<file path="src/hw/vtcf_pkg.sv">
/*
  Shared constants, types and register map of the VLAN tag classify and
  filter block. Assumes a single switch clock and byte-wide frame streams.
*/
package vtcf_pkg;

  // Frame format
  localparam logic [15:0] VTCF_TPID = 16'h8100;
  localparam int VTCF_TAG_LEN = 4;
  localparam int VTCF_TPID_POS = 12;
  localparam int VTCF_HDR_LEN = 20;
  localparam logic [31:0] VTCF_CRC_INIT = 32'hFFFF_FFFF;
  localparam logic [31:0] VTCF_CRC_POLY = 32'hEDB8_8320;

  // Identifiers
  localparam logic [11:0] VTCF_VID_DEFAULT = 12'h001;
  localparam logic [11:0] VTCF_VID_RESERVED = 12'hFFF;

  // Register word addresses
  localparam logic [7:0] VTCF_A_CTRL = 8'h00;
  localparam logic [7:0] VTCF_A_STAT = 8'h01;
  localparam logic [7:0] VTCF_A_FWD_CNT = 8'h02;
  localparam logic [7:0] VTCF_A_DROP_CNT = 8'h03;
  localparam logic [7:0] VTCF_A_PORT_BASE = 8'h10;
  localparam logic [7:0] VTCF_A_VLAN_BASE = 8'h20;

  // Port configuration fields
  localparam int VTCF_F_PVID = 0;
  localparam int VTCF_F_PRIO = 12;
  localparam int VTCF_F_MODE = 16;
  localparam int VTCF_F_FILT = 18;
  // VLAN entry fields
  localparam int VTCF_F_VID = 0;
  localparam int VTCF_F_MEMB = 16;
  localparam int VTCF_F_VALID = 31;

  // Port tag modes and reset priority
  localparam logic [1:0] VTCF_MODE_PASS = 2'h0;
  localparam logic [1:0] VTCF_MODE_TAG = 2'h1;
  localparam logic [1:0] VTCF_MODE_UNTAG = 2'h2;
  localparam logic [2:0] VTCF_PRIO_RST = 3'h0;

  typedef enum logic [5:0] {
    VTCF_S_HDR = 6'b00_0001,
    VTCF_S_DEC = 6'b00_0010,
    VTCF_S_HEAD = 6'b00_0100,
    VTCF_S_BODY = 6'b00_1000,
    VTCF_S_FCS = 6'b01_0000,
    VTCF_S_DROP = 6'b10_0000
  } vtcf_state_e;

  // One stream byte
  typedef struct packed {
    logic [7:0] data;
    logic sop;
    logic eop;
  } vtcf_beat_s;

  // Classification result per frame
  typedef struct packed {
    logic [15:0] port_mask;
    logic [11:0] vid;
    logic [2:0] prio;
    logic cfi;
    logic rx_tagged;
    logic tx_tagged;
  } vtcf_info_s;

endpackage

</file>
<file path="src/hw/vtcf_top.sv">
/*
  VLAN tag classify and filter: takes byte frames with their ingress port
  and forwarding mask, classifies by tag or port default, filters by VLAN
  membership, inserts or strips the tag and rebuilds the frame check.
  Assumes frames carry their check sequence, forwarding lookup is on the
  same clock, and software uses the Avalon-MM register slave.
*/
// Contract
// - Insert four tag octets right after source MAC, before original type field.
// - Frame is tagged exactly when type field at tag position is 0x8100.
// - Tag control is priority 3 bits, CFI 1 bit, VID 12 bits.
// - Insertion adds exactly four octets, original bytes unchanged.
// - Inserting a tag recomputes the frame check over the new frame.
// - Untagged frames take the receiving port default VID for forwarding.
// - Tagged frames forward by their own VID, port default ignored.
// - One default VID per port, resetting to 1.
// - Ports join many VLANs, limited by membership table size.
// - Drop toward a transmit port that is not in the frame VLAN.
// - Port-based mode drops when receive and transmit default VIDs differ.
// - Each port selects tagging or untagging behaviour.
// - Tagging port tags untagged frames, leaves tagged ones untouched.
// - Untagging port strips tags, leaves untagged frames untouched.
// - Per-port ingress filter enable makes tag inspection decide forwarding.
// - Filtering drops tagged frames whose receive port lacks that VLAN.
// - Tagged frames passing that check still need destination membership.
// - Untagged frames use port default VID, need destination in same VLAN.
// - Floods reach only member ports of the frame VLAN.
// - VID 4095 is refused in the table; initial VLAN is VID 1.
`timescale 1ns/1ns
`default_nettype none
module vtcf_top #(
  parameter int NUM_PORTS = 4,
  parameter int NUM_VLANS = 16
) (
  input wire logic CLK_SYS,
  input wire logic RST_N,
  input wire vtcf_pkg::vtcf_beat_s RX_BEAT,
  input wire logic RX_VALID,
  output logic RX_READY,
  input wire logic [3:0] RX_PORT,
  input wire logic [NUM_PORTS-1:0] DST_MASK,
  output vtcf_pkg::vtcf_beat_s TX_BEAT,
  output logic TX_VALID,
  input wire logic TX_READY,
  output vtcf_pkg::vtcf_info_s TX_INFO,
  input wire logic [7:0] AVS_ADDRESS,
  input wire logic AVS_READ,
  input wire logic AVS_WRITE,
  input wire logic [31:0] AVS_WRITEDATA,
  output logic [31:0] AVS_READDATA,
  output logic AVS_WAITREQUEST
);
  import vtcf_pkg::*;

  localparam int NP = NUM_PORTS;
  localparam int NV = NUM_VLANS;

  ////////////////////////////////////////////////////////////////////////////
  // Register bus slave: one wait cycle, then the access completes
  logic ack_q;
  logic [31:0] rdata_q;
  logic port_based_q;
  logic rej_q;
  logic [31:0] fwd_cnt_q;
  logic [31:0] drop_cnt_q;
  logic [11:0] pvid_q [NP];
  logic [2:0] prio_q [NP];
  logic [1:0] mode_q [NP];
  logic filt_q [NP];
  logic [11:0] tvid_q [NV];
  logic [NP-1:0] tmem_q [NV];
  logic tval_q [NV];

  wire bus_req = AVS_READ | AVS_WRITE;
  wire bus_do_wr = AVS_WRITE & ack_q;
  wire [3:0] sub = AVS_ADDRESS[3:0];
  wire is_port = (AVS_ADDRESS[7:4] == VTCF_A_PORT_BASE[7:4]) && (32'(sub) < NP);
  wire is_vlan = (AVS_ADDRESS[7:4] == VTCF_A_VLAN_BASE[7:4]) && (32'(sub) < NV);
  wire [11:0] wr_vid = AVS_WRITEDATA[VTCF_F_VID +: 12];
  // Reserved identifier never enters the table as a live VLAN
  wire vid_bad = AVS_WRITEDATA[VTCF_F_VALID] && (wr_vid == VTCF_VID_RESERVED);
  wire vlan_wr_ok = bus_do_wr && is_vlan && !vid_bad;
  wire vlan_wr_bad = bus_do_wr && is_vlan && vid_bad;

  wire [31:0] port_word = is_port ? ({13'h0000, filt_q[sub[$clog2(NP)-1:0]], mode_q[sub[$clog2(NP)-1:0]],
      1'b0, prio_q[sub[$clog2(NP)-1:0]], pvid_q[sub[$clog2(NP)-1:0]]}) : 32'h0000_0000;
  wire [31:0] vlan_word = is_vlan ? ({tval_q[sub[$clog2(NV)-1:0]], 15'(tmem_q[sub[$clog2(NV)-1:0]]),
      4'h0, tvid_q[sub[$clog2(NV)-1:0]]}) : 32'h0000_0000;
  // Unmapped addresses read as zero and swallow writes
  wire [31:0] rd_mux =
      (AVS_ADDRESS == VTCF_A_CTRL) ? {31'h0000_0000, port_based_q} :
      (AVS_ADDRESS == VTCF_A_STAT) ? {31'h0000_0000, rej_q} :
      (AVS_ADDRESS == VTCF_A_FWD_CNT) ? fwd_cnt_q :
      (AVS_ADDRESS == VTCF_A_DROP_CNT) ? drop_cnt_q :
      (port_word | vlan_word);

  assign AVS_WAITREQUEST = bus_req & ~ack_q;
  assign AVS_READDATA = rdata_q;

  // Handshake and read capture
  always_ff @(posedge CLK_SYS) begin
    if (!RST_N) begin
      ack_q <= 1'b0;
      rdata_q <= 32'h0000_0000;
    end else begin
      ack_q <= bus_req & ~ack_q;
      if (AVS_READ && !ack_q) begin
        rdata_q <= rd_mux;
      end
    end
  end

  // Global control and refusal flag; good table write clears the flag
  always_ff @(posedge CLK_SYS) begin
    if (!RST_N) begin
      port_based_q <= 1'b0;
      rej_q <= 1'b0;
    end else begin
      if (bus_do_wr && AVS_ADDRESS == VTCF_A_CTRL) begin
        port_based_q <= AVS_WRITEDATA[0];
      end
      if (vlan_wr_bad) begin
        rej_q <= 1'b1;
      end else if (vlan_wr_ok) begin
        rej_q <= 1'b0;
      end
    end
  end

  // Per-port settings: default VID 1 on every port
  for (genvar p = 0; p < NP; p++) begin : g_port
    always_ff @(posedge CLK_SYS) begin
      if (!RST_N) begin
        pvid_q[p] <= VTCF_VID_DEFAULT;
        prio_q[p] <= VTCF_PRIO_RST;
        mode_q[p] <= VTCF_MODE_PASS;
        filt_q[p] <= 1'b0;
      end else if (bus_do_wr && is_port && 32'(sub) == p) begin
        pvid_q[p] <= AVS_WRITEDATA[VTCF_F_PVID +: 12];
        prio_q[p] <= AVS_WRITEDATA[VTCF_F_PRIO +: 3];
        mode_q[p] <= AVS_WRITEDATA[VTCF_F_MODE +: 2];
        filt_q[p] <= AVS_WRITEDATA[VTCF_F_FILT];
      end
    end
  end

  // Membership table; entry 0 starts as the initial VLAN with every port
  for (genvar v = 0; v < NV; v++) begin : g_vlan
    always_ff @(posedge CLK_SYS) begin
      if (!RST_N) begin
        tvid_q[v] <= (v == 0) ? VTCF_VID_DEFAULT : 12'h000;
        tmem_q[v] <= (v == 0) ? {NP{1'b1}} : {NP{1'b0}};
        tval_q[v] <= (v == 0);
      end else if (vlan_wr_ok && 32'(sub) == v) begin
        tvid_q[v] <= wr_vid;
        tmem_q[v] <= AVS_WRITEDATA[VTCF_F_MEMB +: NP];
        tval_q[v] <= AVS_WRITEDATA[VTCF_F_VALID];
      end
    end
  end

  ////////////////////////////////////////////////////////////////////////////
  // Frame path state
  vtcf_state_e st_q;
  logic [7:0] hdr_q [VTCF_HDR_LEN];
  logic [4:0] cnt_q;
  logic [1:0] ring_q;
  logic [1:0] fcs_q;
  logic [3:0] in_port_q;
  logic [NP-1:0] dst_q;
  logic ins_q;
  logic strip_q;
  vtcf_beat_s tx_q;
  logic tx_vld_q;
  vtcf_info_s info_q;
  logic [31:0] crc;

  wire adv = ~tx_vld_q | TX_READY;
  wire rx_take = RX_VALID & RX_READY;
  wire [$clog2(NP)-1:0] ip = in_port_q[$clog2(NP)-1:0];

  assign RX_READY = (st_q == VTCF_S_HDR) || (st_q == VTCF_S_DROP) || (st_q == VTCF_S_BODY && adv);

  ////////////////////////////////////////////////////////////////////////////
  // Classification from the held header
  wire rx_tagged = {hdr_q[VTCF_TPID_POS], hdr_q[VTCF_TPID_POS+1]} == VTCF_TPID;
  wire [15:0] rx_tci = {hdr_q[VTCF_TPID_POS+2], hdr_q[VTCF_TPID_POS+3]};
  // Tag VID wins for tagged frames; port default only for untagged ones
  wire [11:0] cls_vid = rx_tagged ? rx_tci[11:0] : pvid_q[ip];
  wire [2:0] cls_prio = rx_tagged ? rx_tci[15:13] : prio_q[ip];
  wire cls_cfi = rx_tagged & rx_tci[12];

  // Membership of the classified VLAN, OR over matching entries
  logic [NP-1:0] memb_acc [NV+1];
  assign memb_acc[0] = {NP{1'b0}};
  for (genvar v = 0; v < NV; v++) begin : g_look
    assign memb_acc[v+1] = memb_acc[v] | ((tval_q[v] && tvid_q[v] == cls_vid) ? tmem_q[v] : {NP{1'b0}});
  end
  wire [NP-1:0] memb = memb_acc[NV];

  // Ports sharing the receiving port default VID
  logic [NP-1:0] same_pvid;
  for (genvar p = 0; p < NP; p++) begin : g_pb
    assign same_pvid[p] = pvid_q[p] == pvid_q[ip];
  end

  // Destinations and floods limited to VLAN members
  wire [NP-1:0] pb_gate = port_based_q ? same_pvid : {NP{1'b1}};
  wire [NP-1:0] fwd_mask = dst_q & memb & pb_gate;
  wire ingress_fail = filt_q[ip] & rx_tagged & ~memb[ip];
  wire frame_drop = ingress_fail | (fwd_mask == {NP{1'b0}});
  wire do_ins = (mode_q[ip] == VTCF_MODE_TAG) & ~rx_tagged;
  wire do_strip = (mode_q[ip] == VTCF_MODE_UNTAG) & rx_tagged;

  ////////////////////////////////////////////////////////////////////////////
  // Header emission: MAC pair, then optional tag, then rest of header
  wire [15:0] ins_tci = {info_q.prio, 1'b0, info_q.vid};
  wire in_tag_slot = ins_q && (cnt_q >= 5'd12) && (cnt_q < 5'd16);
  wire [4:0] hdr_idx = (ins_q && cnt_q >= 5'd16) ? 5'(cnt_q - 5'd4) : cnt_q;
  wire [7:0] tag_byte =
      (cnt_q[1:0] == 2'd0) ? VTCF_TPID[15:8] :
      (cnt_q[1:0] == 2'd1) ? VTCF_TPID[7:0] :
      (cnt_q[1:0] == 2'd2) ? ins_tci[15:8] : ins_tci[7:0];
  wire [7:0] head_byte = in_tag_slot ? tag_byte : hdr_q[hdr_idx];
  // Stripping ends the header at the source MAC, skipping the four tag octets
  wire [4:0] head_end = ins_q ? 5'd19 : (strip_q ? 5'd11 : 5'd15);
  wire head_last = cnt_q == head_end;
  wire [4:0] ring_idx = 5'(5'd16 + {3'b000, ring_q});
  wire [7:0] fcs_byte = ~crc[{fcs_q, 3'b000} +: 8];

  // Check accumulates every header and body byte sent, so it covers the modified frame
  wire crc_en = adv && ((st_q == VTCF_S_HEAD) || (st_q == VTCF_S_BODY && RX_VALID));
  wire [7:0] crc_byte = (st_q == VTCF_S_HEAD) ? head_byte : hdr_q[ring_idx];

  vtcf_crc u_crc (
    .clk(CLK_SYS),
    .rst_n(RST_N),
    .clr(st_q == VTCF_S_DEC),
    .en(crc_en),
    .data(crc_byte),
    .crc(crc)
  );

  // Header store and ring: incoming byte replaces the oldest held one
  always_ff @(posedge CLK_SYS) begin
    if (rx_take && st_q == VTCF_S_HDR) begin
      hdr_q[RX_BEAT.sop ? 5'd0 : cnt_q] <= RX_BEAT.data;
    end else if (rx_take && st_q == VTCF_S_BODY) begin
      hdr_q[ring_idx] <= RX_BEAT.data;
    end
  end

  // Frame sequencer
  always_ff @(posedge CLK_SYS) begin
    if (!RST_N) begin
      st_q <= VTCF_S_HDR;
      cnt_q <= 5'd0;
      ring_q <= 2'd0;
      fcs_q <= 2'd0;
      in_port_q <= 4'h0;
      dst_q <= {NP{1'b0}};
      ins_q <= 1'b0;
      strip_q <= 1'b0;
      info_q <= '0;
      fwd_cnt_q <= 32'h0000_0000;
      drop_cnt_q <= 32'h0000_0000;
    end else begin
      unique case (st_q)
        VTCF_S_HDR: begin
          if (rx_take) begin
            if (RX_BEAT.sop) begin
              in_port_q <= RX_PORT;
              dst_q <= DST_MASK;
            end
            // Runts too short to hold a header and check are dropped
            if (RX_BEAT.eop) begin
              cnt_q <= 5'd0;
              drop_cnt_q <= drop_cnt_q + 32'd1;
            end else if ((RX_BEAT.sop ? 5'd0 : cnt_q) == 5'(VTCF_HDR_LEN - 1)) begin
              st_q <= VTCF_S_DEC;
            end else begin
              cnt_q <= 5'((RX_BEAT.sop ? 5'd0 : cnt_q) + 5'd1);
            end
          end
        end
        VTCF_S_DEC: begin
          cnt_q <= 5'd0;
          ring_q <= 2'd0;
          fcs_q <= 2'd0;
          ins_q <= do_ins;
          strip_q <= do_strip;
          info_q <= '{port_mask: 16'(fwd_mask), vid: cls_vid, prio: cls_prio, cfi: cls_cfi,
                      rx_tagged: rx_tagged, tx_tagged: (rx_tagged & ~do_strip) | do_ins};
          if (frame_drop) begin
            st_q <= VTCF_S_DROP;
            drop_cnt_q <= drop_cnt_q + 32'd1;
          end else begin
            st_q <= VTCF_S_HEAD;
          end
        end
        VTCF_S_HEAD: begin
          if (adv) begin
            cnt_q <= 5'(cnt_q + 5'd1);
            if (head_last) begin
              st_q <= VTCF_S_BODY;
            end
          end
        end
        VTCF_S_BODY: begin
          // Old check bytes stay in the ring and are discarded at the end
          if (rx_take) begin
            ring_q <= 2'(ring_q + 2'd1);
            if (RX_BEAT.eop) begin
              st_q <= VTCF_S_FCS;
            end
          end
        end
        VTCF_S_FCS: begin
          if (adv) begin
            fcs_q <= 2'(fcs_q + 2'd1);
            if (fcs_q == 2'd3) begin
              st_q <= VTCF_S_HDR;
              cnt_q <= 5'd0;
              fwd_cnt_q <= fwd_cnt_q + 32'd1;
            end
          end
        end
        VTCF_S_DROP: begin
          if (rx_take && RX_BEAT.eop) begin
            st_q <= VTCF_S_HDR;
            cnt_q <= 5'd0;
          end
        end
      endcase
    end
  end

  // Output register; a stalled sink freezes it and, while the body streams, the input
  always_ff @(posedge CLK_SYS) begin
    if (!RST_N) begin
      tx_q <= '0;
      tx_vld_q <= 1'b0;
    end else if (adv) begin
      tx_vld_q <= 1'b0;
      if (st_q == VTCF_S_HEAD) begin
        tx_q <= '{data: head_byte, sop: cnt_q == 5'd0, eop: 1'b0};
        tx_vld_q <= 1'b1;
      end else if (st_q == VTCF_S_BODY && RX_VALID) begin
        tx_q <= '{data: hdr_q[ring_idx], sop: 1'b0, eop: 1'b0};
        tx_vld_q <= 1'b1;
      end else if (st_q == VTCF_S_FCS) begin
        tx_q <= '{data: fcs_byte, sop: 1'b0, eop: fcs_q == 2'd3};
        tx_vld_q <= 1'b1;
      end
    end
  end

  assign TX_BEAT = tx_q;
  assign TX_VALID = tx_vld_q;
  assign TX_INFO = info_q;

endmodule
`default_nettype wire

</file>
<file path="src/hw/vtcf_crc.sv">
/*
  Byte-serial Ethernet frame check sequence generator, reflected form.
  Assumes the caller clears it before a frame and feeds bytes in wire order.
*/
`timescale 1ns/1ns
`default_nettype none
module vtcf_crc (
  input wire logic clk,
  input wire logic rst_n,
  input wire logic clr,
  input wire logic en,
  input wire logic [7:0] data,
  output logic [31:0] crc
);
  import vtcf_pkg::*;

  logic [31:0] crc_q;
  logic [31:0] crc_d;

  ////////////////////////////////////////////////////////////////////////////
  // Eight shift steps per byte, least significant bit first
  always_comb begin
    crc_d = crc_q;
    for (int i = 0; i < 8; i++) begin
      if (crc_d[0] ^ data[i]) begin
        crc_d = (crc_d >> 1) ^ VTCF_CRC_POLY;
      end else begin
        crc_d = crc_d >> 1;
      end
    end
  end

  // Clear wins over update so a new frame never inherits old state
  always_ff @(posedge clk) begin
    if (!rst_n || clr) begin
      crc_q <= VTCF_CRC_INIT;
    end else if (en) begin
      crc_q <= crc_d;
    end
  end

  assign crc = crc_q;

endmodule
`default_nettype wire

</file>
<file path="config.mk">
export PLATFORM = sky130hd
export DESIGN_NAME = vtcf_top
export DESIGN_NICKNAME = d
export VERILOG_FILES = /design/src/hw/vtcf_pkg.sv /design/src/hw/vtcf_top.sv /design/src/hw/vtcf_crc.sv
export SDC_FILE = /design/constraint.sdc
export NUM_CORES = 2
export LEC_CHECK = 0
export ABC_AREA = 1
export CORE_AREA = 2 2 321 323
export DETAILED_ROUTE_END_ITERATION = 12
export DIE_AREA = 0 0 323 325
export DONT_BUFFER_PORTS = 1
export HOLD_SLACK_MARGIN = 0.08
export PLACE_DENSITY = 0.56
export SLEW_MARGIN = 15
export SYNTH_ARGS = -nofsm -noshare
export SYNTH_HDL_FRONTEND = slang
export SYNTH_SLANG_ARGS = --single-unit
export TNS_END_PERCENT = 50
</file>
<file path="constraint.sdc">
create_clock -name CLK_SYS -period 5.75 [get_ports CLK_SYS]
set_input_delay 0.2875 -clock CLK_SYS [delete_from_list [all_inputs] [get_ports CLK_SYS]]
set_output_delay 0.2875 -clock CLK_SYS [all_outputs]
set_load 0.03 [all_outputs]
</file>
==> results.rst <==
.. list-table::
   :header-rows: 1

   * - Metric
     - Value
   * - Clock latency of the later-clocked register in the worst-skew pair
     - 680 ps
   * - Number of hold violations in the final report
     - 0
   * - Max layer used
     - met5
   * - Synth Cell Area
     - 0.03724 sq mm
   * - Routability congestion estimate from global placement
     - 0.9760
   * - Top cell by count, worst path
     - nand2_1
   * - Wire length of the first global-routing pass
     - 206100 um
   * - Antenna violations before repair
     - 7
   * - Total of endpoints with negative setup slack in the final report
     - 0
   * - # port buffers
     - 0
   * - Final ANT Viol Nets
     - 0
   * - Aggregate negative setup slack
     - 0 ps
   * - Number of buffers inserted by post-CTS setup repair
     - 0
   * - Post-synthesis simple-gate area fraction
     - 0.2534
   * - TritonCTS clock tree
     - done
   * - Dpl cells
     - 5839
   * - Cells resized by post-CTS repair
     - 0
   * - Number of rows created at floorplan
     - 117
   * - Total global-route track usage
     - 0.2649
   * - Maximum clock skew at final layout
     - 41.07 ps
   * - CTS Root Cell
     - clkbuf_16
   * - Floorplan die area
     - 0.1050 sq mm
   * - Async set-or-reset flop fraction in the synthesized netlist
     - 0
   * - DRC violation count after routing
     - 0
   * - Non-filler instance count after layout
     - 6014
   * - Max Freq
     - 193.9 MHz
   * - Core Region
     - 0.1013 sq mm
   * - Most used standard cell by instance count after synthesis
     - nand2_1
   * - Min-Delay Path Class
     - in2reg
   * - Area share of the largest cell type after synthesis
     - 0.4048
   * - Cts hold-fix bufs
     - 26
   * - Post-Synth Adder-Cell Area
     - 0.003696
   * - Worst-path clk slew
     - 60 ps
   * - Routed length on met3
     - 15890 um
   * - Top_reg_cell synth
     - edfxtp_1
   * - Delay of the slowest cell on the worst path
     - 690 ps
   * - Total leakage power
     - 0.01643 uW
   * - Number of flops mapped to enable cells by yosys
     - 502
   * - Element type at the critical path end
     - flop
   * - Layout cells sized above 1
     - 0.06652
   * - Sinks on the clock net
     - 693
   * - Starting utilization of the core area
     - 0.3676
   * - Number of synthesized register bits
     - 693
   * - Met2 Wirelength
     - 61960 um
   * - Routed vias
     - 33.29k
   * - Maximum buffer depth of the clock tree
     - 3
   * - Unrepaired setup endpoints after global routing
     - false
   * - Maximum level of the CTS H-tree
     - 3
   * - Result of the run
     - completed
   * - First-pass detailed-route iteration total
     - 6
   * - X dimension of the die
     - 323 um
   * - Post-route clock period utilization
     - 0.8971
   * - List of cells traversed by the critical path
     - buf_4 -> buf_4 -> o21ai_1 -> o21ai_2 -> nand2_1 -> nand2_1 -> xnor2_1 -> nand3_1 -> nor2_1 -> nand3_1 -> nand2_1 -> nor2_1 -> nand2_1 -> nor2_1 -> nor2_1 -> nor2_1 -> nand2_1 -> nand2_1 -> nand2_2 -> nand2_4 -> nand2_1 -> nand2_1 -> nand2_1 -> nor2_1
   * - Count of distinct cell types in the synthesized netlist
     - 62
   * - Post-layout net count
     - 4654
   * - Aggregate global routing overflow
     - 0
   * - Cells after Synth
     - 4625
   * - Wire length per cell
     - 23.70 um
   * - Synth Area per Inst
     - 8.052 sq um
   * - Pins Over Slew Limit
     - 0
   * - Count of max-cap constraint violations
     - 0
   * - Placed wire-length estimate
     - 98460 um
   * - Share of the core filled with cells
     - 0.4103
   * - Share of the synthesized netlist area taken by xor and xnor gates
     - 0.02275
   * - Most frequent cells after synthesis
     - nand2_1 (1037), nor2_1 (725), edfxtp_1 (502)
   * - Cell types occupying the most area after synthesis
     - edfxtp_1 (40%), nand2_1 (10%), dfxtp_1 (10%)
   * - Critical path required time
     - 6320 ps
   * - Met1 routed wirelength after detailed routing
     - 59030 um
   * - Detailed Route WL
     - 142500 um
   * - Largest family of logic cells by synthesized area
     - simple AND/OR/NAND/NOR gates
   * - Post-synth top area cell
     - edfxtp_1
   * - Clock period minus worst slack
     - 5158 ps
   * - Worst supply voltage drop on vdd
     - 0.0002275 V
   * - Top-Level Pins
     - 143
   * - Sort of element at the start of the critical path
     - flop
   * - Critical Path AT
     - 5720 ps
   * - Vias per Instance
     - 5.535
   * - Height of the die
     - 325 um
   * - Number of global-route vias before repair
     - 30.66k
   * - Worst hold margin
     - 106.2 ps
   * - Critical path type
     - reg2reg
   * - Pin count of the biggest net entering global routing
     - 79
   * - Cell Pwr Density
     - 359.7 mW/mm^2
   * - Critical-path cell with the highest stage delay
     - nand2_1
   * - Compound-gate portion of the synthesized area
     - 0.1323
   * - Iteration-0 DRC count of the detailed router
     - 4277
   * - Cts bufs inserted
     - 80
   * - Yosys warns
     - 0
   * - Area delta synth->final
     - 11.61%
   * - Normalized max-slew margin
     - 0.1416
   * - Maximum fanout along the worst path
     - 42
   * - Sequential element share of the synthesized area
     - 0.5075
   * - Tightest Pin Transition
     - 1271 ps
   * - Multiplexer fraction of the synthesized cell area
     - 0
## cell type report
cell class / count / area, sq um
antenna: 1 / 2.502
clock buffer: 98 / 2202
clock inverter: 50 / 558.0
fill: 10262 / 59740
inverter: 474 / 1782
multi-input combinational: 3217 / 15440
sequential: 693 / 18900
tap: 1368 / 1712
timing repair buffer: 113 / 968.4
## stage by stage
| step | instance area (sq um) | power [uW] | worst slack, ps |
|---|---|---|---|
| global placement | 38510 | 9443 | 953.5 |
| floorplan | 37280 | 8269 | 2440 |
| CTS | 41540 | 14880 | 842.1 |
| detailed placement | 38510 | 9466 | 876.0 |
| global route | 41560 | 15470 | 324.7 |
| finish | 41560 | 14950 | 591.7 |
## state kept, by name, summed over array words and instances (netlist names), 10 cells and up, named ones only
name          cells
tvid_q          192
hdr_q           160
tmem_q           64
pvid_q           48
AVS_READDATA     32
drop_cnt_q       32
fwd_cnt_q        32
u_crc.crc        32
TX_INFO          22
tval_q           16
prio_q           12
TX_BEAT          10
## critical path: cells and delay by family (launching register included)
family / cells / cell delay (ps)
flip-flops: 1 / 380
XOR/XNOR: 1 / 210
AO/OA/AOI/OAI: 2 / 440
buffers and inverters: 2 / 720
AND/OR/NAND/NOR: 19 / 3250
## cell families (layout without fill, tap and decap cells)
| family | after synthesis | count (layout) |
|---|---|---|
| flops | 693 | 693 |
| fa+ha+maj | 11 | 11 |
| simple gates | 2274 | 2274 |
| compound gates | 825 | 825 |
| xor+xnor | 95 | 95 |
| buf+inv | 726 | 735 |
| other cells | 1 | 13 |
## path summary, 6_finish.rpt
| kind | start | to | slack, ps | cells past startpoint |
|---|---|---|---|---|
| worst max-delay path | flop | drop_cnt_q[18] | 590 | 24 |
| worst min-delay path | AVS_WRITEDATA[31] | tval_q[0] | 110 | 3 |
| worst max register to register | flop | drop_cnt_q[18] | 590 | 24 |
| worst min register to register | dst_q[2] | dst_q[2] | 450 | 2 |
## power breakdown
part / internal, uW / switching [uW]
Combinational: 968 / 2770
Clock: 3190 / 2240
Sequential: 5540 / 240
## cells in the final DEF (no fill, tap or decap), drive strengths merged, types with 48 or more instances in the layout
cell type | netlist | final
buf | 92 | 88
nand3 | 346 | 346
xor2 | 80 | 80
a22oi | 63 | 63
edfxtp | 502 | 502
a21oi | 202 | 202
clkbuf | 160 | 98
dfxtp | 191 | 191
nand2 | 1069 | 1069
inv | 464 | 467
nor2 | 730 | 730
nor3 | 48 | 48
o21ai | 305 | 305
o22ai | 100 | 100
## per-layer routing
layer,global-route usage,vias up
met4,0.09767,10
met3,0.06008,300
met1,0.3687,15723
met2,0.4007,1803
li1,-,15452
met5,0,-
Power figures use the tool's default switching activity.
